$ cat config.mk
export PLATFORM = sky130hd
export DESIGN_NAME = rx_slot_rx
export DESIGN_NICKNAME = d
export VERILOG_FILES = /design/src/common/rx_slot_pkg.sv /design/src/hdl/rx_slot_rx.sv
export SDC_FILE = /design/constraint.sdc
export NUM_CORES = 1
export LEC_CHECK = 0
export ABC_AREA = 1
export BUFFER_PORTS_ARGS = -buffer_cell sky130_fd_sc_hd__buf_4
export CORE_ASPECT_RATIO = 1.5
export CORE_MARGIN = 2
export CORE_UTILIZATION = 67
export DETAILED_ROUTE_END_ITERATION = 7
export PLACE_DENSITY_LB_ADDON = 0.12
export SYNTH_ARGS = -nofsm -noshare
export SYNTH_HDL_FRONTEND = slang
export SYNTH_SLANG_ARGS = --single-unit
$ cat constraint.sdc
create_clock -name pclk -period 7.8 [get_ports pclk]
set_input_delay 0.78 -clock pclk [delete_from_list [all_inputs] [get_ports pclk]]
set_output_delay 0.78 -clock pclk [all_outputs]
set_load 0.01 [all_outputs]
$ cat src/common/rx_slot_pkg.sv
// constants for the receive slot mask and serial receiver block
// assumes a 32-bit APB register port and a byte-addressed map
package rx_slot_pkg;
    localparam logic [7:0]  OFS_RX_DATA    = 8'h08;
    localparam logic [7:0]  OFS_MAIN       = 8'h10;
    localparam logic [7:0]  OFS_TX_CFG     = 8'h1C;
    localparam logic [7:0]  OFS_RX_CFG     = 8'h20;
    localparam logic [7:0]  OFS_TX_CLK     = 8'h24;
    localparam logic [7:0]  OFS_STATUS     = 8'h28;
    localparam logic [7:0]  OFS_RX_MASK    = 8'h4C;
    // main_control fields
    localparam int          MC_ENABLE      = 0;
    localparam int          MC_TX_ENABLE   = 1;
    localparam int          MC_RX_ENABLE   = 2;
    localparam logic [31:0] MC_WMASK       = 32'h0000026F;
    // receive_config / transmit_config fields, bits 0-7 and 9
    localparam int          CF_FS_INVERT   = 2;
    localparam int          CF_CLK_POL     = 3;
    localparam int          CF_SHIFT_ORDER = 4;
    localparam logic [31:0] CF_WMASK       = 32'h000002FF;
    // transmit_clock_control word_length field
    localparam int          WL_LSB         = 13;
    localparam logic [31:0] TC_WMASK       = 32'h0001E000;
    // status fields
    localparam int          ST_OVERRUN     = 0;
    localparam int          ST_COUNT_LSB   = 4;
    localparam int          ST_SLOT_LSB    = 16;
    localparam logic [31:0] RST_ZERO       = 32'h00000000;
    localparam int          FIFO_DEPTH     = 16;
endpackage

$ cat src/hdl/rx_slot_rx.sv
// serial receiver with per-slot receive mask, soft reset and APB registers
// assumes link pins are asynchronous to pclk and slower than pclk/4
//
// What this block does
// - 32-bit mask, set bit ignores that slot
// - mask changes apply from next slot
// - power-on reset clears interface enable
// - clearing enable resets all status bits
// - soft reset keeps all control bits
`timescale 1ns/1ps
`default_nettype none

module rx_fifo #(
    parameter int W = 32,
    parameter int D = 16
) (
    input  wire logic         clk,      // clock
    input  wire logic         rst_n,    // async reset
    input  wire logic         ce,       // clock enable
    input  wire logic         flush,    // empties the queue
    input  wire logic         in_valid, // write request
    output logic              in_ready, // room for one word
    input  wire logic [W-1:0] in_data,  // write word
    output logic              out_valid,// word available
    input  wire logic         out_ready,// pop
    output logic [W-1:0]      out_data, // head word
    output logic [$clog2(D):0] count    // words held
);
    localparam int AW = $clog2(D);
    logic [W-1:0]  mem [D];
    logic [AW-1:0] wp_q;
    logic [AW-1:0] rp_q;
    logic [AW:0]   cnt_q;
    logic          wr;
    logic          rd;

    assign in_ready  = (cnt_q != D[AW:0]);
    assign out_valid = (cnt_q != '0);
    assign out_data  = mem[rp_q];
    assign count     = cnt_q;
    assign wr        = in_valid && in_ready;
    assign rd        = out_valid && out_ready;

    always_ff @(posedge clk) begin
        if (ce && wr) begin
            mem[wp_q] <= in_data;
        end
    end

    always_ff @(posedge clk or negedge rst_n) begin
        if (!rst_n) begin
            wp_q  <= '0;
            rp_q  <= '0;
            cnt_q <= '0;
        end else if (ce) begin
            if (flush) begin
                wp_q  <= '0;
                rp_q  <= '0;
                cnt_q <= '0;
            end else begin
                if (wr) wp_q <= wp_q + 1'b1;
                if (rd) rp_q <= rp_q + 1'b1;
                cnt_q <= cnt_q + (AW+1)'(wr) - (AW+1)'(rd);
            end
        end
    end
endmodule

module rx_slot_rx (
    input  wire logic        pclk,      // 40 MHz clock
    input  wire logic        presetn,   // async reset, active low
    input  wire logic        ce,        // clock enable, freezes all state
    input  wire logic        psel,      // APB select
    input  wire logic        penable,   // APB access phase
    input  wire logic        pwrite,    // APB write
    input  wire logic [7:0]  paddr,     // APB byte address
    input  wire logic [31:0] pwdata,    // APB write data
    output logic [31:0]      prdata,    // APB read data
    output logic             pready,    // APB ready
    output logic             pslverr,   // APB error on unmapped address
    input  wire logic        link_bclk, // serial bit clock pin
    input  wire logic        link_fsync,// frame sync pin
    input  wire logic        link_rxd   // serial receive data pin
);
    logic [31:0] main_q, rxcfg_q, txcfg_q, txclk_q, mask_q;
    logic [31:0] prdata_q;
    logic        pready_q, pslverr_q, rd_valid_q;
    logic [2:0]  bclk_s_q, fs_s_q, rxd_s_q;
    logic        fs_prev_q, mask_cur_q, push_q, ovr_q;
    logic [4:0]  bit_q, slot_q;
    logic [31:0] shift_q, word_q;
    logic        acc, done, wr_done, en, run, edge_hit, fs_act, bit_in;
    logic        frame_start, word_done, in_ready, out_valid, pop;
    logic [31:0] shift_d, shift_base, out_data, rd_mux;
    logic [4:0]  last_bit;
    logic [4:0]  fcount;
    logic        hit;

    assign acc     = psel && penable;
    assign done    = acc && pready_q;
    assign wr_done = done && pwrite;
    assign en      = main_q[rx_slot_pkg::MC_ENABLE];
    assign run     = en && main_q[rx_slot_pkg::MC_RX_ENABLE];
    assign prdata  = prdata_q;
    assign pready  = pready_q;
    assign pslverr = pslverr_q;

    always_comb begin
        hit    = 1'b1;
        rd_mux = rx_slot_pkg::RST_ZERO;
        case (paddr)
            rx_slot_pkg::OFS_RX_DATA: rd_mux = out_valid ? out_data : rx_slot_pkg::RST_ZERO;
            rx_slot_pkg::OFS_MAIN:    rd_mux = main_q;
            rx_slot_pkg::OFS_TX_CFG:  rd_mux = txcfg_q;
            rx_slot_pkg::OFS_RX_CFG:  rd_mux = rxcfg_q;
            rx_slot_pkg::OFS_TX_CLK:  rd_mux = txclk_q;
            rx_slot_pkg::OFS_RX_MASK: rd_mux = mask_q;
            rx_slot_pkg::OFS_STATUS: begin
                rd_mux[rx_slot_pkg::ST_OVERRUN] = ovr_q;
                rd_mux[rx_slot_pkg::ST_COUNT_LSB +: 5] = fcount;
                rd_mux[rx_slot_pkg::ST_SLOT_LSB +: 5] = slot_q;
            end
            default: hit = 1'b0;
        endcase
    end

    // one wait state: data and error are registered while pready is low
    always_ff @(posedge pclk or negedge presetn) begin
        if (!presetn) begin
            pready_q  <= 1'b0;
            prdata_q  <= rx_slot_pkg::RST_ZERO;
            pslverr_q <= 1'b0;
            rd_valid_q <= 1'b0;
        end else if (ce) begin
            pready_q <= acc && !pready_q;
            if (acc && !pready_q) begin
                prdata_q  <= pwrite ? rx_slot_pkg::RST_ZERO : rd_mux;
                pslverr_q <= !hit;
                rd_valid_q <= out_valid;
            end
        end
    end

    // control bits see only presetn; the soft reset leaves them alone
    always_ff @(posedge pclk or negedge presetn) begin
        if (!presetn) begin
            main_q  <= rx_slot_pkg::RST_ZERO;
            rxcfg_q <= rx_slot_pkg::RST_ZERO;
            txcfg_q <= rx_slot_pkg::RST_ZERO;
            txclk_q <= rx_slot_pkg::RST_ZERO;
            mask_q  <= rx_slot_pkg::RST_ZERO;
        end else if (ce && wr_done) begin
            case (paddr)
                rx_slot_pkg::OFS_MAIN:    main_q  <= pwdata & rx_slot_pkg::MC_WMASK;
                rx_slot_pkg::OFS_RX_CFG:  rxcfg_q <= pwdata & rx_slot_pkg::CF_WMASK;
                rx_slot_pkg::OFS_TX_CFG:  txcfg_q <= pwdata & rx_slot_pkg::CF_WMASK;
                rx_slot_pkg::OFS_TX_CLK:  txclk_q <= pwdata & rx_slot_pkg::TC_WMASK;
                rx_slot_pkg::OFS_RX_MASK: mask_q  <= pwdata;
                default: ;
            endcase
        end
    end

    // two flops per pin; the third only feeds edge detection
    always_ff @(posedge pclk or negedge presetn) begin
        if (!presetn) begin
            bclk_s_q <= '0;
            fs_s_q   <= '0;
            rxd_s_q  <= '0;
        end else if (ce) begin
            bclk_s_q <= {bclk_s_q[1:0], link_bclk};
            fs_s_q   <= {fs_s_q[1:0], link_fsync};
            rxd_s_q  <= {rxd_s_q[1:0], link_rxd};
        end
    end

    assign edge_hit = rxcfg_q[rx_slot_pkg::CF_CLK_POL] ? (bclk_s_q[2] && !bclk_s_q[1])
                                                       : (bclk_s_q[1] && !bclk_s_q[2]);
    assign fs_act   = fs_s_q[1] ^ rxcfg_q[rx_slot_pkg::CF_FS_INVERT];
    assign bit_in   = rxd_s_q[1];
    // each slot starts from zero, so no bit of a neighbouring, maybe masked, slot leaks into its word
    assign shift_base = (frame_start || bit_q == 5'h00) ? rx_slot_pkg::RST_ZERO : shift_q;
    assign shift_d  = rxcfg_q[rx_slot_pkg::CF_SHIFT_ORDER] ? {bit_in, shift_base[31:1]}
                                                           : {shift_base[30:0], bit_in};
    // slot length is 2*(word_length+1) bits, 2 to 32
    assign last_bit    = {txclk_q[rx_slot_pkg::WL_LSB +: 4], 1'b1};
    assign frame_start = run && edge_hit && fs_act && !fs_prev_q;
    assign word_done   = run && edge_hit && !frame_start && (bit_q == last_bit);

    // clearing enable flushes all receive status back to its reset state
    always_ff @(posedge pclk or negedge presetn) begin
        if (!presetn) begin
            fs_prev_q  <= 1'b0;
            bit_q      <= '0;
            slot_q     <= '0;
            shift_q    <= rx_slot_pkg::RST_ZERO;
            word_q     <= rx_slot_pkg::RST_ZERO;
            mask_cur_q <= 1'b0;
            push_q     <= 1'b0;
        end else if (ce) begin
            push_q <= 1'b0;
            if (!en) begin
                fs_prev_q  <= 1'b0;
                bit_q      <= '0;
                slot_q     <= '0;
                shift_q    <= rx_slot_pkg::RST_ZERO;
                mask_cur_q <= 1'b0;
            end else if (run && edge_hit) begin
                fs_prev_q <= fs_act;
                shift_q   <= shift_d;
                if (frame_start) begin
                    slot_q     <= '0;
                    bit_q      <= 5'h01;
                    mask_cur_q <= mask_q[0];
                end else if (word_done) begin
                    word_q     <= shift_d;
                    push_q     <= !mask_cur_q;
                    slot_q     <= slot_q + 5'h01;
                    bit_q      <= '0;
                    mask_cur_q <= mask_q[slot_q + 5'h01];
                end else begin
                    bit_q <= bit_q + 5'h01;
                end
            end
        end
    end

    // a word that finds the queue full is lost and flagged
    always_ff @(posedge pclk or negedge presetn) begin
        if (!presetn) begin
            ovr_q <= 1'b0;
        end else if (ce) begin
            if (!en) ovr_q <= 1'b0;
            else if (push_q && !in_ready) ovr_q <= 1'b1;
            else if (wr_done && paddr == rx_slot_pkg::OFS_STATUS && pwdata[rx_slot_pkg::ST_OVERRUN]) ovr_q <= 1'b0;
        end
    end

    // pop only a word that was shown in prdata, else one pushed during the wait state is lost
    assign pop = ce && done && !pwrite && paddr == rx_slot_pkg::OFS_RX_DATA && rd_valid_q;

    rx_fifo #(.W(32), .D(rx_slot_pkg::FIFO_DEPTH)) u_fifo (
        .clk       (pclk),
        .rst_n     (presetn),
        .ce        (ce),
        .flush     (!en),
        .in_valid  (push_q),
        .in_ready  (in_ready),
        .in_data   (word_q),
        .out_valid (out_valid),
        .out_ready (pop),
        .out_data  (out_data),
        .count     (fcount)
    );

    logic boot_q;
    always_ff @(posedge pclk or negedge presetn) begin
        if (!presetn) boot_q <= 1'b0;
        else if (ce)  boot_q <= 1'b1;
    end
endmodule

`default_nettype wire

==> run summary, run 1 <==
critical path capture point type - register
fmax - 277 MHz
Setup Buffers After CTS - 0
DR pass1 iterations - 6
hold_buf cts - 0
Die Footprint - 46300 µm²
fraction of registers with async set/reset - 27.5%
Slew Viols, Final - 0
Synth cell types - 40
CP Data Arrival Time - 4120 ps
final wirelength - 82100 µm
final worst slack - 4190 ps
final net count - 3004
I/O pin total - 83
core area - 43900 µm²
Critical Path Sink - prdata[26]$_DFFE_PN0P_
Die Span X - 176 µm
Cells after Synth - 2911
post-route clock period utilization - 46.2%
Startpoint Class - register
Mapped Nets - 2975
CTS sink cnt - 706
# rows - 94
most common cell in the netlist - nand2_1
vias per cell - 6.22
top cell type's share of synthesized area - 51.5%
Data required, critical path - 8310 ps
H-tree Lvls - 2
First DRT Iteration DRCs - 3034
Worst R2R Path Depth - 12
placer congestion estimate - 0.958
skew final - 20.1 ps
largest cells by area after synthesis - edfxtp_1, dfrtp_1, nand2_1
total number of vias - 22200
Fin. Hold Viols - 0
Crit Path Category - reg2reg
Total GRT Usage - 36.0%
pin count of the biggest net entering global routing - 242
Filler cells - 2996
setup TNS - 0 ps
Hold Path Class - in2async
Root Driver - clkbuf_16
clock latency on the worst-skew pair - 620 ps
total grt overflow - 0
antenna-violating nets left - 0
Post-synth top cells - nand2_1, edfxtp_1, nor2_1, o21ai_0, dfrtp_1
Worst-Margin Slew - 1150 ps
leakage power figure - 13.8 nW
CTS tree - yes
Critical Path Fanout Max - 47
vias in the first global route - 21600
Reg2Reg Launch Point - u_fifo.rp_q[1]$_DFFE_PN0P_
post-cts resize count - 0
max-cap viol count - 0
Starting Density - 68.0%
Setup crit start - u_fifo.rp_q[1]$_DFFE_PN0P_
first-pass GRT wire length - 125000 µm
layout cell share with drive strength beyond 1 - 8.12%
area of the multi-input gates - 8500 µm²
Die Y - 262 µm
cell accounting for the most synthesized area - edfxtp_1
worst slack at placement - 3990 ps
DRC viols - 0
run status - completed
Mapped Area - 29800 µm²
r2r endpoint - prdata[26]$_DFFE_PN0P_
Worst slew margin - 23.0%
# port buffers - 82
mean post-synth cell area - 10.2 µm²
initial antenna violation count - 2
CTS max path bufs - 3
register area share after synthesis - 67.8%
register bit count reported by yosys - 706
hpwl dp - 48600 µm
Post-synth EDFFs - 512
Primary FF master, synth - edfxtp_1
RSZ-0062 raised after global routing - false
Reg clk slew, reported paths - 60 ps
number of antenna cells inserted - 0
Wirelength per Cell - 23.0 µm
endpoints failing setup - 0
synth warn - 0
peak supply drop - 0.000207 V
area grow syn2layout - 10.3%
reg-to-reg slack, setup - 4190 ps
Num CTS Buffers - 60
minimum clock period - 3610 ps
pwr/cell area - 215 nW/µm²
Seq. cell area - 20200 µm²
[worst max-delay path: stages, from the launching register on]
cell	delay (ps)
dfrtp_2	990
nand2_1	790
inv_2	200
buf_4	550
nand2_1	140
a21oi_1	170
nor2_1	80
nand2_1	80
nand2_1	120
nand2_1	90
o21ai_0	90
nand2_1	100
nand2_1	50
[metrics by stage]
step / utilization [%] / cell area [µm²] / std cells / power [mW] / hold WS [ps]
final: 75.0 / 32900 / 3567 / 7.09 / 171
after global routing: 75.0 / 32900 / 3567 / 7.24 / 222
after CTS: 75.0 / 32900 / 3567 / 7.09 / 191
after detailed placement: 70.5 / 30900 / 3454 / 4.16 / 456
after global placement: 70.5 / 30900 / 3454 / 4.16 / 448
after floorplan: - / 29800 / 2911 / 4.10 / 432
[routing by layer]
layer  vias up  routed length (µm)  global-route usage [%]
met1     10700               28800                    46.5
met3       316                7910                    5.45
li1       9821                   -                       -
met4         4                5290                    20.5
met2      1380               40000                    58.7
met5         -                  32                       0
[state kept, by name, summed over array words and instances, names as in the netlist, 2 cells and up]
name	cells
bclk_s_q	3
bit_q	5
fs_s_q	2
main_q	7
mask_q	32
prdata	32
rxcfg_q	9
rxd_s_q	2
shift_q	32
slot_q	5
txcfg_q	9
txclk_q	4
u_fifo.count	5
u_fifo.mem	512
u_fifo.rp_q	4
u_fifo.wp_q	4
word_q	32
[area by class of cell]
type                    count  share of cell area, %
clock buffers              83                   5.01
well taps                 576                   2.19
repair buffers            116                   2.70
multi-input cells        1903                   25.8
flip-flops and latches    706                   61.5
inverters                 153                   1.77
clock inverters            30                  0.977
[worst min path at each step]
stage	endpoint	slack, ps	cells past startpoint
final	mask_q[26]$_DFFE_PN0P_	170	1
after global routing	mask_q[26]$_DFFE_PN0P_	220	1
after CTS	mask_q[17]$_DFFE_PN0P_	190	1
after detailed placement	push_q$_DFFE_PN0P_	460	1
after global placement	push_q$_DFFE_PN0P_	450	1
after floorplan	push_q$_DFFE_PN0P_	430	1
[power by group]
| part | internal, mW | switching [mW] |
|---|---|---|
| registers | 3.99 | 0.00430 |
| clock network | 1.68 | 1.33 |
| logic | 0.0269 | 0.0627 |
| total | 5.69 | 1.39 |
[cells by family after synthesis]
kind of cell | Yosys count | share of synthesized area, %
DFF | 706 | 67.8
buffers and inverters | 302 | 4.13
and+or+nand+nor | 1466 | 19.6
AOI/OAI and AO/OA | 409 | 7.39
adders and majority gates | 15 | 0.654
xor gates and xnor gates | 12 | 0.352
muxes | 1 | 0.0377
[cell usage in the layout (no fill, tap or decap), types with 60 or more instances in the layout]
cell type and count:
a21oi_1 104, buf_4 114, clkbuf_16 60, dfrtp_1 191
edfxtp_1 512, inv_1 144, nand2_1 938, nand3_1 183
nor2_1 291, o21ai_0 230
No activity file was read; power rests on OpenSTA's default activity.
==> run 2: changes to the inputs <==
ABC_AREA = 0   (was 1)
CORE_UTILIZATION = 62   (was 67)
clock period = 3.5 ns   (was 7.8 ns; I/O delays follow)
==> run 2 against run 1 <==
Net effect:
- sequential power rose by 120%
- clock skew rose by 3.6 ps
- via count down 29%
- flip-flop and latch count is the same
- critical path type unchanged
- largest cell class unchanged
==> run summary, run 2 <==
Crit Path Category - reg2reg
Hold Slack - 28.3 ps
Slew Viols, Final - 0
critical path capture point type - register
max-cap viol count - 0
RSZ-0062 raised after global routing - false
mean post-synth cell area - 17.7 µm²
Biggest register - u_fifo.mem
Largest register FFs - 512
most common cell in the netlist - edfxtp_1
total number of vias - 15700
setup TNS - 0 ps
Post-synth top cells - edfxtp_1, dfrtp_1, mux4_2, nand2_1, mux2i_1
Primary FF master, synth - edfxtp_1
initial antenna violation count - 1
Setup Buffers After CTS - 0
fmax - 304 MHz
Mapped Area - 28800 µm²
Critical Path Fanout Max - 5
CTS tree - yes
endpoints failing setup - 0
Post-synth EDFFs - 512
first-pass GRT wire length - 103000 µm
Hold Path Class - in2reg
Worst slew margin - 45.0%
Die Y - 268 µm
antenna-violating nets left - 0
# port buffers - 82
total grt overflow - 0
CTS max path bufs - 3
Filler cells - 2749
layout cell share with drive strength beyond 1 - 26.4%
I/O pin total - 83
Synth cell types - 74
Worst-Margin Slew - 823 ps
Root Driver - clkbuf_16
pin count of the biggest net entering global routing - 84
Fin. Hold Viols - 0
Reg clk slew, reported paths - 60 ps
Startpoint Class - register
placer congestion estimate - 0.972
vias in the first global route - 16500
pwr/cell area - 503 nW/µm²
CP Data Arrival Time - 3770 ps
Mapped Nets - 1688
core area - 45800 µm²
Cells after Synth - 1624
hpwl dp - 42400 µm
# rows - 96
leakage power figure - 11.2 nW
top cell type's share of synthesized area - 53.5%
area of the multi-input gates - 8090 µm²
minimum clock period - 3290 ps
Die Span X - 180 µm
number of antenna cells inserted - 0
CTS sink cnt - 706
First DRT Iteration DRCs - 1425
clock latency on the worst-skew pair - 590 ps
register bit count reported by yosys - 706
Placement Cell Area - 30400 µm²
most common cell after layout, fill and taps aside - edfxtp_1
vias per cell - 6.49
Die Footprint - 48200 µm²
synth warn - 0
post-route clock period utilization - 94.1%
H-tree Lvls - 3
register area share after synthesis - 70.3%
Data required, critical path - 3970 ps
final net count - 1834
largest cells by area after synthesis - edfxtp_1, dfrtp_1, mux4_2
commonest non-fill, non-tap cells in the layout - edfxtp_1, dfrtp_1, mux4_2, buf_4, nand2_1
DRC viols - 0
fraction of registers with async set/reset - 27.5%
peak supply drop - 0.000378 V
DR pass1 iterations - 7
Starting Density - 62.8%
Total GRT Usage - 29.1%
Seq. cell area - 20200 µm²
total power - 16.5 mW
area grow syn2layout - 14.3%
final wirelength - 68100 µm
skew final - 23.7 ps
cell accounting for the most synthesized area - edfxtp_1
Num CTS Buffers - 66
run status - completed
final instance area - 32900 µm²
Wirelength per Cell - 28.2 µm
## run 2: path summary, 6_finish.rpt
| check | startpoint | end | slack (ps) | cells past startpoint |
|---|---|---|---|---|
| max | u_fifo.count[3]$_DFFE_PN0P_ | u_fifo.count[4]$_DFFE_PN0P_ | 210 | 16 |
| min | pwdata[5] | mask_q[5]$_DFFE_PN0P_ | 30 | 2 |
| max in group asynchronous | presetn | mask_q[12]$_DFFE_PN0P_ | 2170 | 3 |
| min in group asynchronous | presetn | txcfg_q[5]$_DFFE_PN0P_ | 360 | 2 |
| max reg2reg | u_fifo.count[3]$_DFFE_PN0P_ | u_fifo.count[4]$_DFFE_PN0P_ | 210 | 16 |
| min reg2reg | rd_valid_q$_DFFE_PN0P_ | rd_valid_q$_DFFE_PN0P_ | 490 | 2 |
## run 2: layout make-up
type,instances,area share (%)
flip-flops and latches,706,61.5
multi-input cells,803,24.6
inverters,25,0.285
repair buffers,168,4.53
well taps,588,2.24
clock inverters,28,1.02
clock buffers,94,5.78
## run 2: report_power, final
group,total [mW],leakage [nW],switching (mW),internal (mW)
sequential,8.93,6.88,0.0210,8.91
combinational,0.279,3.21,0.158,0.120
clock,7.34,1.09,3.08,4.26
## run 2: cell families after synthesis
group                    count (synthesis)  synth area share, %
flip-flops                             706                 70.3
AO/OA/AOI/OAI                          219                 5.06
multiplexers                           316                 17.4
XOR/XNOR                                14                0.426
adder cells (fa/ha/maj)                 15                0.679
buffers and inverters                  115                 2.08
AND/OR/NAND/NOR                        239                 3.98
## run 2: critical path, cell delays in order (launching register included)
cell and delay, ps:
dfrtp_1 400, inv_1 100, ha_1 200, nor4b_2 260
and4b_1 240, and4_1 270, ha_1 300, inv_1 50
ha_1 150, inv_1 60, fa_1 390, inv_1 90
a21oi_1 70, nor2_1 140, nor3_1 80, o21ai_0 140
a21bo_2 230
## run 2: through the flow
stage / setup slack, ps / util [%] / std cells
finish: 208 / 71.9 / 2412
global route: 27.4 / 71.9 / 2412
CTS: 98.9 / 71.8 / 2412
detailed placement: 126 / 66.3 / 2261
global placement: 198 / 66.3 / 2261
floorplan: 312 / - / 1624
## run 2: layer usage
layer | vias up | track usage (%) | wire (µm) | share of wire (%)
li1 | 6728 | - | - | -
met1 | 8178 | 36.6 | 25800 | 38
met2 | 598 | 50.7 | 36000 | 53
met3 | 144 | 4.39 | 3560 | 5.2
met4 | 2 | 12.8 | 2830 | 4.2
met5 | - | 0 | 13 | 0.019
## run 2: what timing repair did
action | in CTS | in global routing
gates resized for setup | 0 | 1
hold buffers | 29 | 0
setup endpoints to repair | 0 | 1
hold endpoints to repair | 112 | 0
